===== src/design/pcd_pkg.sv =====
// Constants for the port pin-change interrupt block: register map,
// control bit positions and reset values.
// Assumes a 32-bit classic Wishbone master with byte addressing.
package pcd_pkg;

   // -------------------------------------------------------------------
   // Bus and port geometry
   // -------------------------------------------------------------------
   localparam int PCD_ADR_W = 8;
   localparam int PCD_DAT_W = 32;
   localparam int PCD_SEL_W = 4;
   localparam int PCD_PORT_W = 8;

   // -------------------------------------------------------------------
   // Register byte offsets
   // -------------------------------------------------------------------
   localparam logic [PCD_ADR_W-1:0] PCD_CTRL_OFF = 8'h00;
   localparam logic [PCD_ADR_W-1:0] PCD_RISE_OFF = 8'h04;
   localparam logic [PCD_ADR_W-1:0] PCD_FALL_OFF = 8'h08;
   localparam logic [PCD_ADR_W-1:0] PCD_FLAG_OFF = 8'h0C;
   localparam logic [PCD_ADR_W-1:0] PCD_PINS_OFF = 8'h10;
   localparam logic [PCD_ADR_W-1:0] PCD_STAT_OFF = 8'h14;
   localparam logic [PCD_ADR_W-1:0] PCD_MASK_OFF = 8'h18;

   // -------------------------------------------------------------------
   // Control register fields and reset values
   // -------------------------------------------------------------------
   localparam int PCD_ME_BIT = 3;
   localparam int PCD_SUM_BIT = 0;
   localparam int PCD_LANE0 = 0;
   localparam logic PCD_ME_RST = 1'b0;
   localparam logic [PCD_DAT_W-1:0] PCD_DAT_RST = 32'h0000_0000;

endpackage


===== src/design/pcd_top.sv =====
// Pin-change interrupt block: per-pin edge detectors, sticky flags,
// master enable, interrupt and wake request, Wishbone register slave.
// Assumes port pins and SLEEP_I are synchronous to REF_CLK_I.
`timescale 1ns/1ps
module pcd_top
   import pcd_pkg::*;
#(
   parameter int W = PCD_PORT_W
)
(
   input wire logic REF_CLK_I,                   // 100 MHz system clock
   input wire logic RESET_I,                     // Sync reset, active high
   input wire logic [W-1:0] PORT_I,              // Monitored port pins
   input wire logic SLEEP_I,                     // Core is asleep
   input wire logic WB_CYC_I,                    // Bus cycle
   input wire logic WB_STB_I,                    // Bus strobe
   input wire logic WB_WE_I,                     // Write enable
   input wire logic [PCD_ADR_W-1:0] WB_ADR_I,    // Byte address
   input wire logic [PCD_SEL_W-1:0] WB_SEL_I,    // Byte selects
   input wire logic [PCD_DAT_W-1:0] WB_DAT_I,    // Write data
   output logic [PCD_DAT_W-1:0] WB_DAT_O,        // Read data
   output logic WB_ACK_O,                        // Acknowledge
   output logic IRQ_O,                           // Interrupt level
   output logic WAKE_O                           // Wake request level
);

   // -------------------------------------------------------------------
   // State
   // -------------------------------------------------------------------
   typedef struct packed {
      logic me;
      logic [W-1:0] rise_en;
      logic [W-1:0] fall_en;
      logic [W-1:0] mask;
      logic ack;
      logic [PCD_DAT_W-1:0] dat;
      logic irq;
      logic wake;
   } pcd_top_s;

   pcd_top_s s_q, s_d;

   logic [W-1:0] rise_raw;
   logic [W-1:0] fall_raw;
   logic [W-1:0] edge_ev;
   logic [W-1:0] flag_q;
   logic [W-1:0] flag_d;
   logic [W-1:0] flag_clr;
   logic [W-1:0] stat_q;
   logic [W-1:0] stat_d;
   logic [W-1:0] stat_clr;
   logic [W-1:0] pins_q;
   logic req;
   logic wr_fire;
   logic lane0_wr;
   logic [W-1:0] wdat;
   logic summary;
   logic [PCD_DAT_W-1:0] rdat;

   // -------------------------------------------------------------------
   // Edge detection, one detector pair per pin
   // -------------------------------------------------------------------
   genvar gi;
   generate
      for (gi = 0; gi < W; gi++) begin : g_pin
         pcd_edge_det u_det (
            .clk_i(REF_CLK_I),
            .rst_i(RESET_I),
            .pin_i(PORT_I[gi]),
            .rise_en_i(s_q.rise_en[gi]),
            .fall_en_i(s_q.fall_en[gi]),
            .rise_o(rise_raw[gi]),
            .fall_o(fall_raw[gi]),
            .event_o(edge_ev[gi])
         );
      end
   endgenerate

   // -------------------------------------------------------------------
   // Bus decode
   // -------------------------------------------------------------------
   // Writes land at the edge that the master sees ack, never earlier
   assign req = WB_CYC_I & WB_STB_I;
   assign wr_fire = req & WB_WE_I & s_q.ack;
   assign lane0_wr = wr_fire & WB_SEL_I[PCD_LANE0];
   assign wdat = WB_DAT_I[W-1:0];

   // Pin flags clear on written zeros; other bits untouched
   assign flag_clr = (lane0_wr && WB_ADR_I == PCD_FLAG_OFF) ?
                     ~wdat : '0;
   // Interrupt status clears on written ones
   assign stat_clr = (lane0_wr && WB_ADR_I == PCD_STAT_OFF) ? wdat : '0;

   // -------------------------------------------------------------------
   // Flags: pin flags and interrupt status
   // -------------------------------------------------------------------
   // Flags set regardless of the master enable
   pcd_sticky #(.W(W)) u_flag (
      .clk_i(REF_CLK_I),
      .rst_i(RESET_I),
      .set_i(edge_ev),
      .clr_i(flag_clr),
      .q_o(flag_q),
      .d_o(flag_d)
   );

   pcd_sticky #(.W(W)) u_stat (
      .clk_i(REF_CLK_I),
      .rst_i(RESET_I),
      .set_i(edge_ev),
      .clr_i(stat_clr),
      .q_o(stat_q),
      .d_o(stat_d)
   );

   assign summary = |flag_q;

   // Live pin levels taken straight from PORT_I, unregistered, for software polling
   always_comb begin
      pins_q = '0;
      for (int i = 0; i < W; i++) begin
         pins_q[i] = PORT_I[i];
      end
   end

   // -------------------------------------------------------------------
   // Read mux
   // -------------------------------------------------------------------
   always_comb begin
      rdat = PCD_DAT_RST;
      case (WB_ADR_I)
         PCD_CTRL_OFF: begin
            rdat[PCD_ME_BIT] = s_q.me;
            rdat[PCD_SUM_BIT] = summary;
         end
         PCD_RISE_OFF: rdat[W-1:0] = s_q.rise_en;
         PCD_FALL_OFF: rdat[W-1:0] = s_q.fall_en;
         PCD_FLAG_OFF: rdat[W-1:0] = flag_q;
         PCD_PINS_OFF: rdat[W-1:0] = pins_q;
         PCD_STAT_OFF: rdat[W-1:0] = stat_q;
         PCD_MASK_OFF: rdat[W-1:0] = s_q.mask;
         // Unmapped addresses are acknowledged and read as zero
         default: rdat = PCD_DAT_RST;
      endcase
   end

   // -------------------------------------------------------------------
   // Next state
   // -------------------------------------------------------------------
   always_comb begin
      s_d = s_q;
      // One-cycle ack; drops the cycle after it was given
      s_d.ack = req & ~s_q.ack;
      s_d.dat = (req & ~s_q.ack & ~WB_WE_I) ? rdat : PCD_DAT_RST;
      if (lane0_wr) begin
         case (WB_ADR_I)
            PCD_CTRL_OFF: s_d.me = WB_DAT_I[PCD_ME_BIT];
            PCD_RISE_OFF: s_d.rise_en = wdat;
            PCD_FALL_OFF: s_d.fall_en = wdat;
            PCD_MASK_OFF: s_d.mask = wdat;
            default: s_d.me = s_q.me;
         endcase
      end
      // Interrupt only while master enabled; a new event in the same
      // cycle as a status clear still raises it
      s_d.irq = s_q.me & |(stat_d & s_q.mask);
      // Wake comes from the same edge that sets the flag, so the flag
      // is readable before the core runs its first instruction
      s_d.wake = SLEEP_I & s_q.me & |flag_d;
   end

   always_ff @(posedge REF_CLK_I) begin
      if (RESET_I) begin
         s_q <= '0;
      end else begin
         s_q <= s_d;
      end
   end

   assign WB_ACK_O = s_q.ack;
   assign WB_DAT_O = s_q.dat;
   assign IRQ_O = s_q.irq;
   assign WAKE_O = s_q.wake;
endmodule // pcd_top


===== src/design/pcd_edge_det.sv =====
// One pin's edge detector: two samples compared, gated by the enables.
// Assumes the pin is already synchronous to the clock.
`timescale 1ns/1ps
module pcd_edge_det
   import pcd_pkg::*;
(
   input wire logic clk_i,      // System clock
   input wire logic rst_i,      // Synchronous reset, active high
   input wire logic pin_i,      // Pin level
   input wire logic rise_en_i,  // Rising edge enable
   input wire logic fall_en_i,  // Falling edge enable
   output logic rise_o,         // Raw rising edge seen
   output logic fall_o,         // Raw falling edge seen
   output logic event_o         // Enabled edge seen
);
   typedef struct packed {
      logic cur;
      logic prev;
      logic primed;
      logic loaded;
   } pcd_edge_s;

   pcd_edge_s s_q, s_d;

   // No edge is reported until two samples exist, so a pin sitting high
   // at reset release does not look like a rising edge.
   always_comb begin
      s_d = s_q;
      s_d.cur = pin_i;
      s_d.prev = s_q.cur;
      // Primed one edge after the first sample, so prev is a real sample
      s_d.loaded = 1'b1;
      s_d.primed = s_q.loaded;
   end

   always_ff @(posedge clk_i) begin
      if (rst_i) begin
         s_q <= '0;
      end else begin
         s_q <= s_d;
      end
   end

   assign rise_o = s_q.primed & s_q.cur & ~s_q.prev;
   assign fall_o = s_q.primed & ~s_q.cur & s_q.prev;
   // Either enable may be set alone or both together
   assign event_o = (rise_o & rise_en_i) | (fall_o & fall_en_i);
endmodule // pcd_edge_det


===== src/design/pcd_sticky.sv =====
// Vector of sticky flags where a set beats a clear in the same cycle.
// Assumes set and clear vectors are synchronous to the clock.
`timescale 1ns/1ps
module pcd_sticky
   import pcd_pkg::*;
#(
   parameter int W = PCD_PORT_W
)
(
   input wire logic clk_i,          // System clock
   input wire logic rst_i,          // Synchronous reset, active high
   input wire logic [W-1:0] set_i,  // Set pulses
   input wire logic [W-1:0] clr_i,  // Clear pulses
   output logic [W-1:0] q_o,        // Flag state
   output logic [W-1:0] d_o         // Flag state after this edge
);
   typedef struct packed {
      logic [W-1:0] flag;
   } pcd_sticky_s;

   pcd_sticky_s s_q, s_d;

   always_comb begin
      s_d = s_q;
      s_d.flag = (s_q.flag & ~clr_i) | set_i;
   end

   always_ff @(posedge clk_i) begin
      if (rst_i) begin
         s_q <= '0;
      end else begin
         s_q <= s_d;
      end
   end

   assign q_o = s_q.flag;
   assign d_o = s_d.flag;
endmodule // pcd_sticky


===== config.mk =====
export PLATFORM = sky130hd
export DESIGN_NAME = pcd_top
export DESIGN_NICKNAME = d
export VERILOG_FILES = /design/src/design/pcd_pkg.sv /design/src/design/pcd_top.sv /design/src/design/pcd_edge_det.sv /design/src/design/pcd_sticky.sv
export SDC_FILE = /design/constraint.sdc
export NUM_CORES = 1
export LEC_CHECK = 0
export ABC_AREA = 1
export BUFFER_PORTS_ARGS = -buffer_cell sky130_fd_sc_hd__buf_2
export CAP_MARGIN = 20
export CELL_PAD_IN_SITES_DETAIL_PLACEMENT = 1
export CELL_PAD_IN_SITES_GLOBAL_PLACEMENT = 1
export CORE_MARGIN = 2
export CORE_UTILIZATION = 37
export CTS_CLUSTER_SIZE = 24
export DETAILED_ROUTE_END_ITERATION = 8
export HOLD_SLACK_MARGIN = 0.06
export PLACE_DENSITY_LB_ADDON = 0.1
export SKIP_LAST_GASP = 1
export SYNTH_ARGS = -nofsm -noshare
export SYNTH_HDL_FRONTEND = slang
export SYNTH_SLANG_ARGS = --single-unit
export TNS_END_PERCENT = 100

===== constraint.sdc =====
create_clock -name REF_CLK_I -period 1.5 [get_ports REF_CLK_I]
set_input_delay 0.225 -clock REF_CLK_I [delete_from_list [all_inputs] [get_ports REF_CLK_I]]
set_output_delay 0.225 -clock REF_CLK_I [all_outputs]
set_load 0.01 [all_outputs]

==> flow_metrics.tcl, run 1 <==
set metrics [dict create \
    cts.clk_slew.worst_paths_ns 0.07 \
    core-area_um2 8721 \
    synth-warning-count 0 \
    gp_congestion 0.8300 \
    int_pwr_uw 2777 \
    status "finished, final reports clean" \
    wire_length_of_the_first_global_routing_pass_mm 16.04 \
    vdd_ir_drop_max_v 0.0003860 \
    hold_path.startpoint "RESET_I" \
    fill_cells 1107 \
    pwr-share-seq_pct 52.5 \
    post_layout_nonfiller_instances 629 \
    drt_first_pass_iters 4 \
    detail_route.vias_per_cell 4.906 \
    worst_ep_required_time_ns 1.73 \
    layout-drive-gt1-share_pct 24.57 \
    critPathCaptureType "flop" \
    cts.hold.buffers_added 0 \
    clock_tree_root "sky130_fd_sc_hd__clkbuf_8" \
    final.min_clock_period_ns 1.461 \
    io_pins 93 \
    yosys.area.top_type_share_pct 41.96 \
    multi_input_comb_area_um2 1575 \
    timing.rr.end "IRQ_O" \
    flop_and_latch_count_out_of_synthesis 70 \
    powerDensity_nw_per_um2 897.6 \
    hpwlAfterDp_mm 7.270 \
    grt.overflow.total 0 \
    power.share.combinational_pct 7.8 \
    min_to "WB_ACK_O" \
    yosys.area.top_type "sky130_fd_sc_hd__dfxtp_1" \
    yosys.cell_count.top_type "sky130_fd_sc_hd__nand2_1" \
    asyncSetResetFlopFracSynth_pct 0 \
    drt_drc_violations_left 0 \
    dr_top_layer "met4" \
    clk-insertion-delay-late_ns 0.34 \
    timing.hold.ws_ns 0.09338 \
    synth_area_um2 3339 \
    final-hold-violation-count 0 \
    initial_core_util_pct 38.29 \
    placement_rows 34 \
    hold_path_class "in2reg" \
    setup.reg_to_reg.worst_slack_ns 0.04 \
    rr_startpoint "WB_ACK_O" \
    total_switching_power_uw 870.4 \
    finalClockSkew_ns 0.005075 \
    cts_tree "built" \
    die_height_um 99 \
    htreeDepth 3 \
    synth-main-ff-cell "sky130_fd_sc_hd__dfxtp_1" \
    timing.final.setup_violations 0 \
    met2_length_mm 4.367 \
    placed_cells 610 \
    die_area_um2 9801 \
    syn_inst 452 \
    antenna_found_initial 0 \
    maximum_root_to_sink_buffer_count 2 \
    worst_pin_slew_ns 0.6272 \
    postRouteAntennaNets 0 \
    detailroute.wirelength.met3_um 459 \
    groute.usage.overall_pct 21.08 \
    whs_path_depth 2 \
    wl_met1_mm 4.755 \
    antennaDiodeCount 0 \
    yosys-top-cells-area "sky130_fd_sc_hd__dfxtp_1, sky130_fd_sc_hd__nand2_1, sky130_fd_sc_hd__buf_4, sky130_fd_sc_hd__a21oi_1, sky130_fd_sc_hd__nand3_1" \
    synth_edf_count 0 \
    post-route-period-util_pct 97.41 \
    maxcap_violations 0 \
    drv_slew 0 \
    syn_to_final_growth_pct 21.69 \
    routed_wl_mm 9.768 \
    cts_inserted_buffers 9 \
    power.static_leakage_uw 0.001808 \
    fmaxAchievable_ghz 0.6844 \
    routedWlPerCell_um 15.53 \
    switching_share_pct 23.86 \
    placement.io_buffers 41 \
    synth_top_cells_by_count "sky130_fd_sc_hd__nand2_1, sky130_fd_sc_hd__dfxtp_1, sky130_fd_sc_hd__a21oi_1, sky130_fd_sc_hd__buf_4" \
    width_of_the_chip_um 99 \
    seqCellArea_um2 1403 \
    power_frac_clock_pct 39.7 \
    grt_pass1_vias 3144 \
    yosysSeqAreaShare_pct 41.96 \
    clock-sinks 70 \
    slew_headroom_pct 58.14 \
    start_kind "flop" \
    final_nets 577 \
    drt-initial-drc-count 101 \
    critical_path.max_fanout 7 \
    r2r.worst_path.cells 11 \
    setup_repair_after_global_routing_missed_its_margin "true" \
    average_footprint_of_a_synthesized_cell_um2 7.388 \
    grt_max_degree 42 \
    total_vias_in_the_final_route 3086 \
    critical_path_arrival_ns 1.69 \
    worst-setup-path-type "reg2reg" \
    netlist-cell-type-count 29 \
]
==> state kept, by name (all words and copies together), names as in the netlist <==
name,flops
IRQ_O,1
u_flag.q_o,8
s_q,25
WB_DAT_O,8
WAKE_O,1
g_pin.u_det.s_q,9
g_pin.u_det.s_d,9
u_stat.q_o,8
WB_ACK_O,1
==> area by class of cell <==
class / count / share of cell area (%)
Tap cell: 108 / 3.325
Clock inverter: 2 / 0.8621
Sequential cell: 70 / 34.51
Clock buffer: 11 / 3.479
Multi-Input combinational cell: 318 / 38.76
Timing Repair Buffer: 80 / 15.30
Inverter: 40 / 3.756
==> stage by stage <==
step | instance area (µm²) | TNS [ns] | util [%] | total power [µW] | setup WS (ns)
6_report | 4064 | 0 | 46.60 | 3648 | 0.03883
5_1_grt | 4064 | -0.1019 | 46.60 | 3819 | -0.06864
3_5_place_dp | 3771 | -1.886 | 43.24 | 2234 | -0.1302
3_3_place_gp | 3771 | -1.041 | 43.24 | 2224 | -0.07409
2_1_floorplan | 3426 | 0 | - | 2150 | 0.03601
4_1_cts | 4018 | 0 | 46.07 | 3685 | 0.003054
==> what timing repair did <==
action | in CTS | in global routing
endpoints found under the setup margin | 18 | 19
pin swaps | 3 | 10
cloned | 1 | 0
setup buffers | 4 | 1
resized for setup | 2 | 14
==> worst max-delay path, stage by stage (launching register included) <==
cell	delay, ns
sky130_fd_sc_hd__dfxtp_2	0.35
sky130_fd_sc_hd__nand3_4	0.10
sky130_fd_sc_hd__nor2_8	0.11
sky130_fd_sc_hd__buf_12	0.14
sky130_fd_sc_hd__buf_12	0.12
sky130_fd_sc_hd__nand3_1	0.08
sky130_fd_sc_hd__nand2_1	0.10
sky130_fd_sc_hd__nand2_1	0.07
sky130_fd_sc_hd__nand2_1	0.07
sky130_fd_sc_hd__nand2_1	0.05
sky130_fd_sc_hd__nor2_1	0.09
sky130_fd_sc_hd__a21oi_1	0.07
==> layer usage <==
| layer | vias to the layer above | global-route usage, % |
|---|---|---|
| met4 | 0 | 7.271 |
| li1 | 1539 | - |
| met5 | - | 0 |
| met1 | 1470 | 29.61 |
| met2 | 65 | 32.17 |
| met3 | 12 | 4.397 |
==> worst max-delay path by stage <==
stage,start,to,slack (ns),cells past startpoint
2_1_floorplan,WB_ACK_O,WAKE_O,0.04,10
3_3_place_gp,WB_ADR_I[0],s_q[42],-0.07,10
3_5_place_dp,WB_ADR_I[0],s_q[40],-0.13,10
4_1_cts,WB_ACK_O,WAKE_O,0.003,10
5_1_grt,WB_ACK_O,IRQ_O,-0.07,11
6_report,WB_ACK_O,IRQ_O,0.04,11
==> logic make-up after synthesis <==
group	Yosys count	synth area share (%)
and+or+nand+nor	204	29.22
buffers and inverters	87	14.39
AOI/OAI and AO/OA	90	14.31
DFF	70	41.96
other	1	0.1123
==> power by group through the flow <==
stage	logic (µW)	registers, µW	clock network [µW]
global placement	270	1950	0
detailed placement	278	1960	0
floorplan	201	1950	0
global route	321	1920	1580
finish	286	1910	1450
CTS	280	1910	1490
==> placed cells by master, fill, tap and decap left out, drive strengths merged <==
master,synthesis,routed
nor3b,1,1
conb,1,24
nand2,109,109
a211oi,5,5
nor3,4,4
nand3,36,36
nand3b,5,5
dfxtp,70,70
clkinv,0,1
bufinv,0,1
inv,40,40
a221oi,1,1
o21ai,31,31
a21oi,50,50
a41oi,1,1
o2bb2ai,1,1
a22o,1,1
nor2,46,46
clkbuf,7,11
nor4,3,3
buf,40,80
(Power assumes the default switching activity.)
==> inputs of run 2 (changes only) <==
- CORE_UTILIZATION: 37 -> 33
- clock period: 1.5 -> 1.3 ns (I/O delays scaled with it)
==> flow_metrics.tcl, run 2 (same netlist as run 1, synthesis figures left out) <==
set metrics [dict create \
    gp_congestion 0.8112 \
    cts_tree "built" \
    postRouteAntennaNets 0 \
    setup.reg_to_reg.worst_slack_ns -0.17 \
    final.min_clock_period_ns 1.472 \
    placed_cells 655 \
    die_height_um 104.6 \
    vdd_ir_drop_max_v 0.0004932 \
    power_frac_clock_pct 45.1 \
    place_area_um2 3979 \
    final_common_cell "sky130_fd_sc_hd__nand2_1" \
    final_nets 604 \
    detailroute.wirelength.met3_um 305 \
    maximum_root_to_sink_buffer_count 2 \
    timing.rr.end "s_q[58]" \
    cts.hold.buffers_added 0 \
    seqCellArea_um2 1405 \
    placement_rows 36 \
    status "finished with violations" \
    total_non_filler_cell_area_in_the_finished_layout_um2 4481 \
    final_util_pct 45.63 \
    failing_checks "setup timing" \
    hpwlAfterDp_mm 7.922 \
    total_vias_in_the_final_route 3205 \
    post_layout_nonfiller_instances 684 \
    finalClockSkew_ns 0.008976 \
    fill_cells 1269 \
    largest-register "s_q" \
    worst_setup_path_endpoint "s_q[58]" \
    io_pins 93 \
    core-area_um2 9819 \
    wire_length_of_the_first_global_routing_pass_mm 16.75 \
    hold_path.startpoint "PORT_I[0]" \
    grt_max_degree 24 \
    clk-insertion-delay-late_ns 0.35 \
    post-route-period-util_pct 113.2 \
    layout.cells.most_common_list "sky130_fd_sc_hd__nand2_1, sky130_fd_sc_hd__dfxtp_1, sky130_fd_sc_hd__buf_4" \
    critPathLaunch "WB_ACK_O" \
    grt.overflow.total 0 \
    multi_input_comb_area_um2 1658 \
    powerDensity_nw_per_um2 1046 \
    layout-drive-gt1-share_pct 31.40 \
    groute.usage.overall_pct 19.58 \
    wl_met1_mm 5.244 \
    drt_first_pass_iters 4 \
    drv_slew 0 \
    cts.clk_slew.worst_paths_ns 0.08 \
    cts_inserted_buffers 9 \
    grt_pass1_vias 3306 \
    initial_core_util_pct 34.01 \
    hold_path_class "in2reg" \
    worst_ep_required_time_ns 1.54 \
    critical_path_arrival_ns 1.71 \
    critPathCaptureType "flop" \
    power.share.combinational_pct 7.8 \
    int_pwr_uw 3568 \
    routedWlPerCell_um 15.22 \
    clock-sinks 70 \
    power_uw 4689 \
    final-hold-violation-count 0 \
    timing.final.setup_violations 20 \
    htreeDepth 3 \
    rr_startpoint "WB_ACK_O" \
    setup_repair_after_global_routing_missed_its_margin "true" \
    detail_route.vias_per_cell 4.686 \
    switching_share_pct 23.91 \
    dr_top_layer "met4" \
    die_area_um2 10940 \
    drt-initial-drc-count 130 \
    antenna_found_initial 0 \
    clock_tree_root "sky130_fd_sc_hd__clkbuf_8" \
    r2r.worst_path.cells 9 \
    totalNegativeSetupSlack_ns -2.637 \
    worst-setup-path-type "reg2reg" \
    routed_wl_mm 10.41 \
    width_of_the_chip_um 104.6 \
    maxcap_violations 0 \
    pwr-share-seq_pct 47.0 \
    start_kind "flop" \
    met2_length_mm 4.710 \
    antennaDiodeCount 0 \
    critical_path.max_fanout 7 \
    total_switching_power_uw 1121 \
    fmaxAchievable_ghz 0.6796 \
    placement.io_buffers 41 \
    power.static_leakage_uw 0.001984 \
    drt_drc_violations_left 0 \
    setup_ws_ns -0.1715 \
    syn_to_final_growth_pct 34.17 \
    largest_reg_flops 25 \
]
run 2: cell types whose count changed in the layout (fill, tap and decap cells not counted), sizes merged:
cell / change
clkinv: -1
buf: +26
inv: +2
clkbuf: +2
bufinv: +1
run 2: worst max-delay path, stage by stage, from the launching register on:
cell and delay [ns]:
sky130_fd_sc_hd__dfxtp_4 0.36, sky130_fd_sc_hd__nand3_4 0.08, sky130_fd_sc_hd__nor2_8 0.16, sky130_fd_sc_hd__buf_4 0.13
sky130_fd_sc_hd__buf_6 0.08, sky130_fd_sc_hd__inv_2 0.05, sky130_fd_sc_hd__nor2_4 0.17, sky130_fd_sc_hd__clkbuf_16 0.18
sky130_fd_sc_hd__buf_4 0.10, sky130_fd_sc_hd__a21oi_1 0.05
run 2: timing repair:
item,in CTS,in global routing
cloned,0,1
gates resized for setup,7,29
endpoints found under the setup margin,13,32
pin swaps,3,13
buffers inserted,9,10
run 2: metrics by stage:
stage                     hold slack [ns]  setup slack (ns)
after floorplan                    0.3173          -0.03050
after global placement             0.3934           -0.3006
after detailed placement           0.4075           -0.3801
after CTS                         0.06136           -0.1543
after global routing              0.07465           -0.2822
final                             0.06278           -0.1715
run 2: worst min-delay path by stage:
| stage | depth (start not counted) | slack, ns | to |
|---|---|---|---|
| after floorplan | 2 | 0.32 | g_pin[0].u_det.s_d[2] |
| after global placement | 2 | 0.39 | g_pin[4].u_det.s_q[1] |
| after detailed placement | 2 | 0.41 | g_pin[4].u_det.s_q[1] |
| after CTS | 3 | 0.06 | g_pin[5].u_det.s_d[2] |
| after global routing | 3 | 0.07 | g_pin[5].u_det.s_d[2] |
| final | 3 | 0.06 | g_pin[0].u_det.s_d[2] |
run 2: layout make-up:
class | instances | area share [%]
Tap cell | 133 | 3.714
Inverter | 40 | 3.351
Timing Repair Buffer | 107 | 19.21
Sequential cell | 70 | 31.36
Multi-Input combinational cell | 318 | 37.00
Clock inverter | 4 | 1.676
Clock buffer | 12 | 3.686
run 2: power by group through the flow:
stage	Combinational [µW]	Sequential, µW	Clock [µW]
4_1_cts	357	2210	2160
3_5_place_dp	346	2260	0
2_1_floorplan	232	2250	0
6_report	368	2210	2120
5_1_grt	414	2210	2240
3_3_place_gp	336	2250	0
run 2: routing by layer:
layer	global-route usage (%)	up-vias
li1	-	1598
met2	30.35	72
met1	27.80	1523
met4	6.095	0
met3	3.244	12
met5	0	-
==> inputs of run 3 (changes only) <==
- CTS_CLUSTER_SIZE: 24 -> 12
- SKIP_LAST_GASP: 1 -> unset
==> flow_metrics.tcl, run 3 (same netlist as run 1, synthesis figures left out) <==
set metrics [dict create \
    vdd_ir_drop_max_v 0.0007597 \
    timing.hold.ws_ns 0.05949 \
    final.min_clock_period_ns 1.450 \
    critPathCaptureType "flop" \
    post_layout_nonfiller_instances 684 \
    width_of_the_chip_um 104.6 \
    status "finished with violations" \
    finalClockSkew_ns 0.01248 \
    drt_drc_violations_left 0 \
    largest-register "s_q" \
    die_area_um2 10940 \
    r2r.worst_path.cells 10 \
    cts_inserted_buffers 9 \
    io_pins 93 \
    placed_cells 655 \
    antenna_found_initial 0 \
    critical_path.max_fanout 9 \
    worst_ep_required_time_ns 1.54 \
    cts.clk_slew.worst_paths_ns 0.08 \
    power.static_leakage_uw 0.001988 \
    drt_first_pass_iters 5 \
    antennaDiodeCount 0 \
    setup_ws_ns -0.1501 \
    core-area_um2 9819 \
    groute.usage.overall_pct 19.62 \
    setup.reg_to_reg.worst_slack_ns -0.15 \
    placement.io_buffers 41 \
    maximum_root_to_sink_buffer_count 2 \
    maxcap_violations 0 \
    htreeDepth 3 \
    critical_path_arrival_ns 1.69 \
    setup_repair_after_global_routing_missed_its_margin "true" \
    clock-sinks 70 \
    total_vias_in_the_final_route 3241 \
    syn_to_final_growth_pct 34.39 \
    final_common_cell "sky130_fd_sc_hd__nand2_1" \
    routed_wl_mm 10.60 \
    wire_length_of_the_first_global_routing_pass_mm 16.78 \
    gp_congestion 0.8112 \
    final_nets 604 \
    placement_rows 36 \
    clock_tree_root "sky130_fd_sc_hd__clkbuf_8" \
    largest_reg_flops 25 \
    grt_pass1_vias 3309 \
    worst-setup-path-type "reg2reg" \
    drv_slew 0 \
    cts_tree "built" \
    detail_route.vias_per_cell 4.738 \
    min_to "g_pin[0].u_det.s_d[2]" \
    routedWlPerCell_um 15.50 \
    clk-insertion-delay-late_ns 0.36 \
    timing.final.setup_violations 20 \
    rr_startpoint "WB_ACK_O" \
    postRouteAntennaNets 0 \
    fmaxAchievable_ghz 0.6896 \
    initial_core_util_pct 34.01 \
    layout-drive-gt1-share_pct 31.40 \
    drt-initial-drc-count 113 \
    layout.cells.most_common_list "sky130_fd_sc_hd__nand2_1, sky130_fd_sc_hd__dfxtp_1, sky130_fd_sc_hd__buf_4" \
    hold_path.startpoint "PORT_I[0]" \
    timing.rr.end "WAKE_O" \
    hpwlAfterDp_mm 7.922 \
    start_kind "flop" \
    grt_max_degree 24 \
    final-hold-violation-count 0 \
    post-route-period-util_pct 111.5 \
    preCtsSetupSlack_ns -0.3801 \
    grt.overflow.total 0 \
    failing_checks "setup timing" \
    powerDensity_nw_per_um2 1047 \
    hold_path_class "in2reg" \
    whs_path_depth 3 \
    die_height_um 104.6 \
]
==> run 3: changes by cell type in the layout (fill, tap and decap cells not counted) <==
cell	change
sky130_fd_sc_hd__o21ai_0	-4
sky130_fd_sc_hd__buf_4	-1
sky130_fd_sc_hd__nand2_1	+1
sky130_fd_sc_hd__nor4_1	-1
sky130_fd_sc_hd__nor4_2	+1
sky130_fd_sc_hd__nand2_2	-1
sky130_fd_sc_hd__o21ai_1	+4
sky130_fd_sc_hd__buf_6	+1
==> run 3: how the worst max path moves through the flow <==
stage	from	end	slack, ns	cells after the start
2_1_floorplan	WB_ACK_O	WAKE_O	-0.03	10
3_3_place_gp	WB_ADR_I[0]	WAKE_O	-0.30	14
3_5_place_dp	WB_ADR_I[1]	WAKE_O	-0.38	14
4_1_cts	WB_ACK_O	WAKE_O	-0.15	10
5_1_grt	WB_ACK_O	WAKE_O	-0.27	10
6_report	WB_ACK_O	WAKE_O	-0.15	10
==> run 3: critical path: stages (launching register included) <==
cell and delay, ns:
sky130_fd_sc_hd__dfxtp_4 0.36, sky130_fd_sc_hd__nand3_4 0.08, sky130_fd_sc_hd__nor2_8 0.14, sky130_fd_sc_hd__buf_12 0.14, sky130_fd_sc_hd__nand3_1 0.08, sky130_fd_sc_hd__nand2_1 0.09, sky130_fd_sc_hd__nand2_1 0.06, sky130_fd_sc_hd__nor2_1 0.11
sky130_fd_sc_hd__nand2_1 0.08, sky130_fd_sc_hd__nor2_2 0.11, sky130_fd_sc_hd__nor2_1 0.07
==> run 3: cell type report <==
type	instances	area, µm²
clock buffers	12	165.2
repair buffers	107	864.6
inverters	40	150.1
flip-flops and latches	70	1405
well taps	133	166.4
clock inverters	4	75.07
multi-input cells	318	1662
fillers	1269	5331
==> run 3: where the power goes <==
group	total [µW]	internal (µW)	switching [µW]
Clock	2120	1250	877
Sequential	2210	2180	24.9
Combinational	370	140	230
Total	4700	3570	1130
==> run 3: per-stage QoR <==
stage	area [µm²]	total power, µW	util [%]	setup TNS [ns]
4_1_cts	4337	4722	44.16	-0.6490
3_3_place_gp	3979	2589	40.52	-4.856
6_report	4488	4700	45.71	-2.292
5_1_grt	4488	4881	45.71	-4.213
3_5_place_dp	3979	2602	40.52	-6.441
2_1_floorplan	3447	2481	-	-0.05657
==> run 3: layer usage <==
layer	global-route usage (%)	up-vias	part of all wire (%)
met4	6.095	0	1.3
met5	0	-	0
met1	27.87	1556	48
li1	-	1600	-
met3	3.244	12	4.4
met2	30.39	73	46
==> run 3: timing repair <==
item                       4_1_cts  5_1_grt
resized for setup               12       29
hold buffers                     0        0
pin swaps                        5        9
buffers inserted                 9       10
setup endpoints to repair       13       32
gates cloned                     0        1
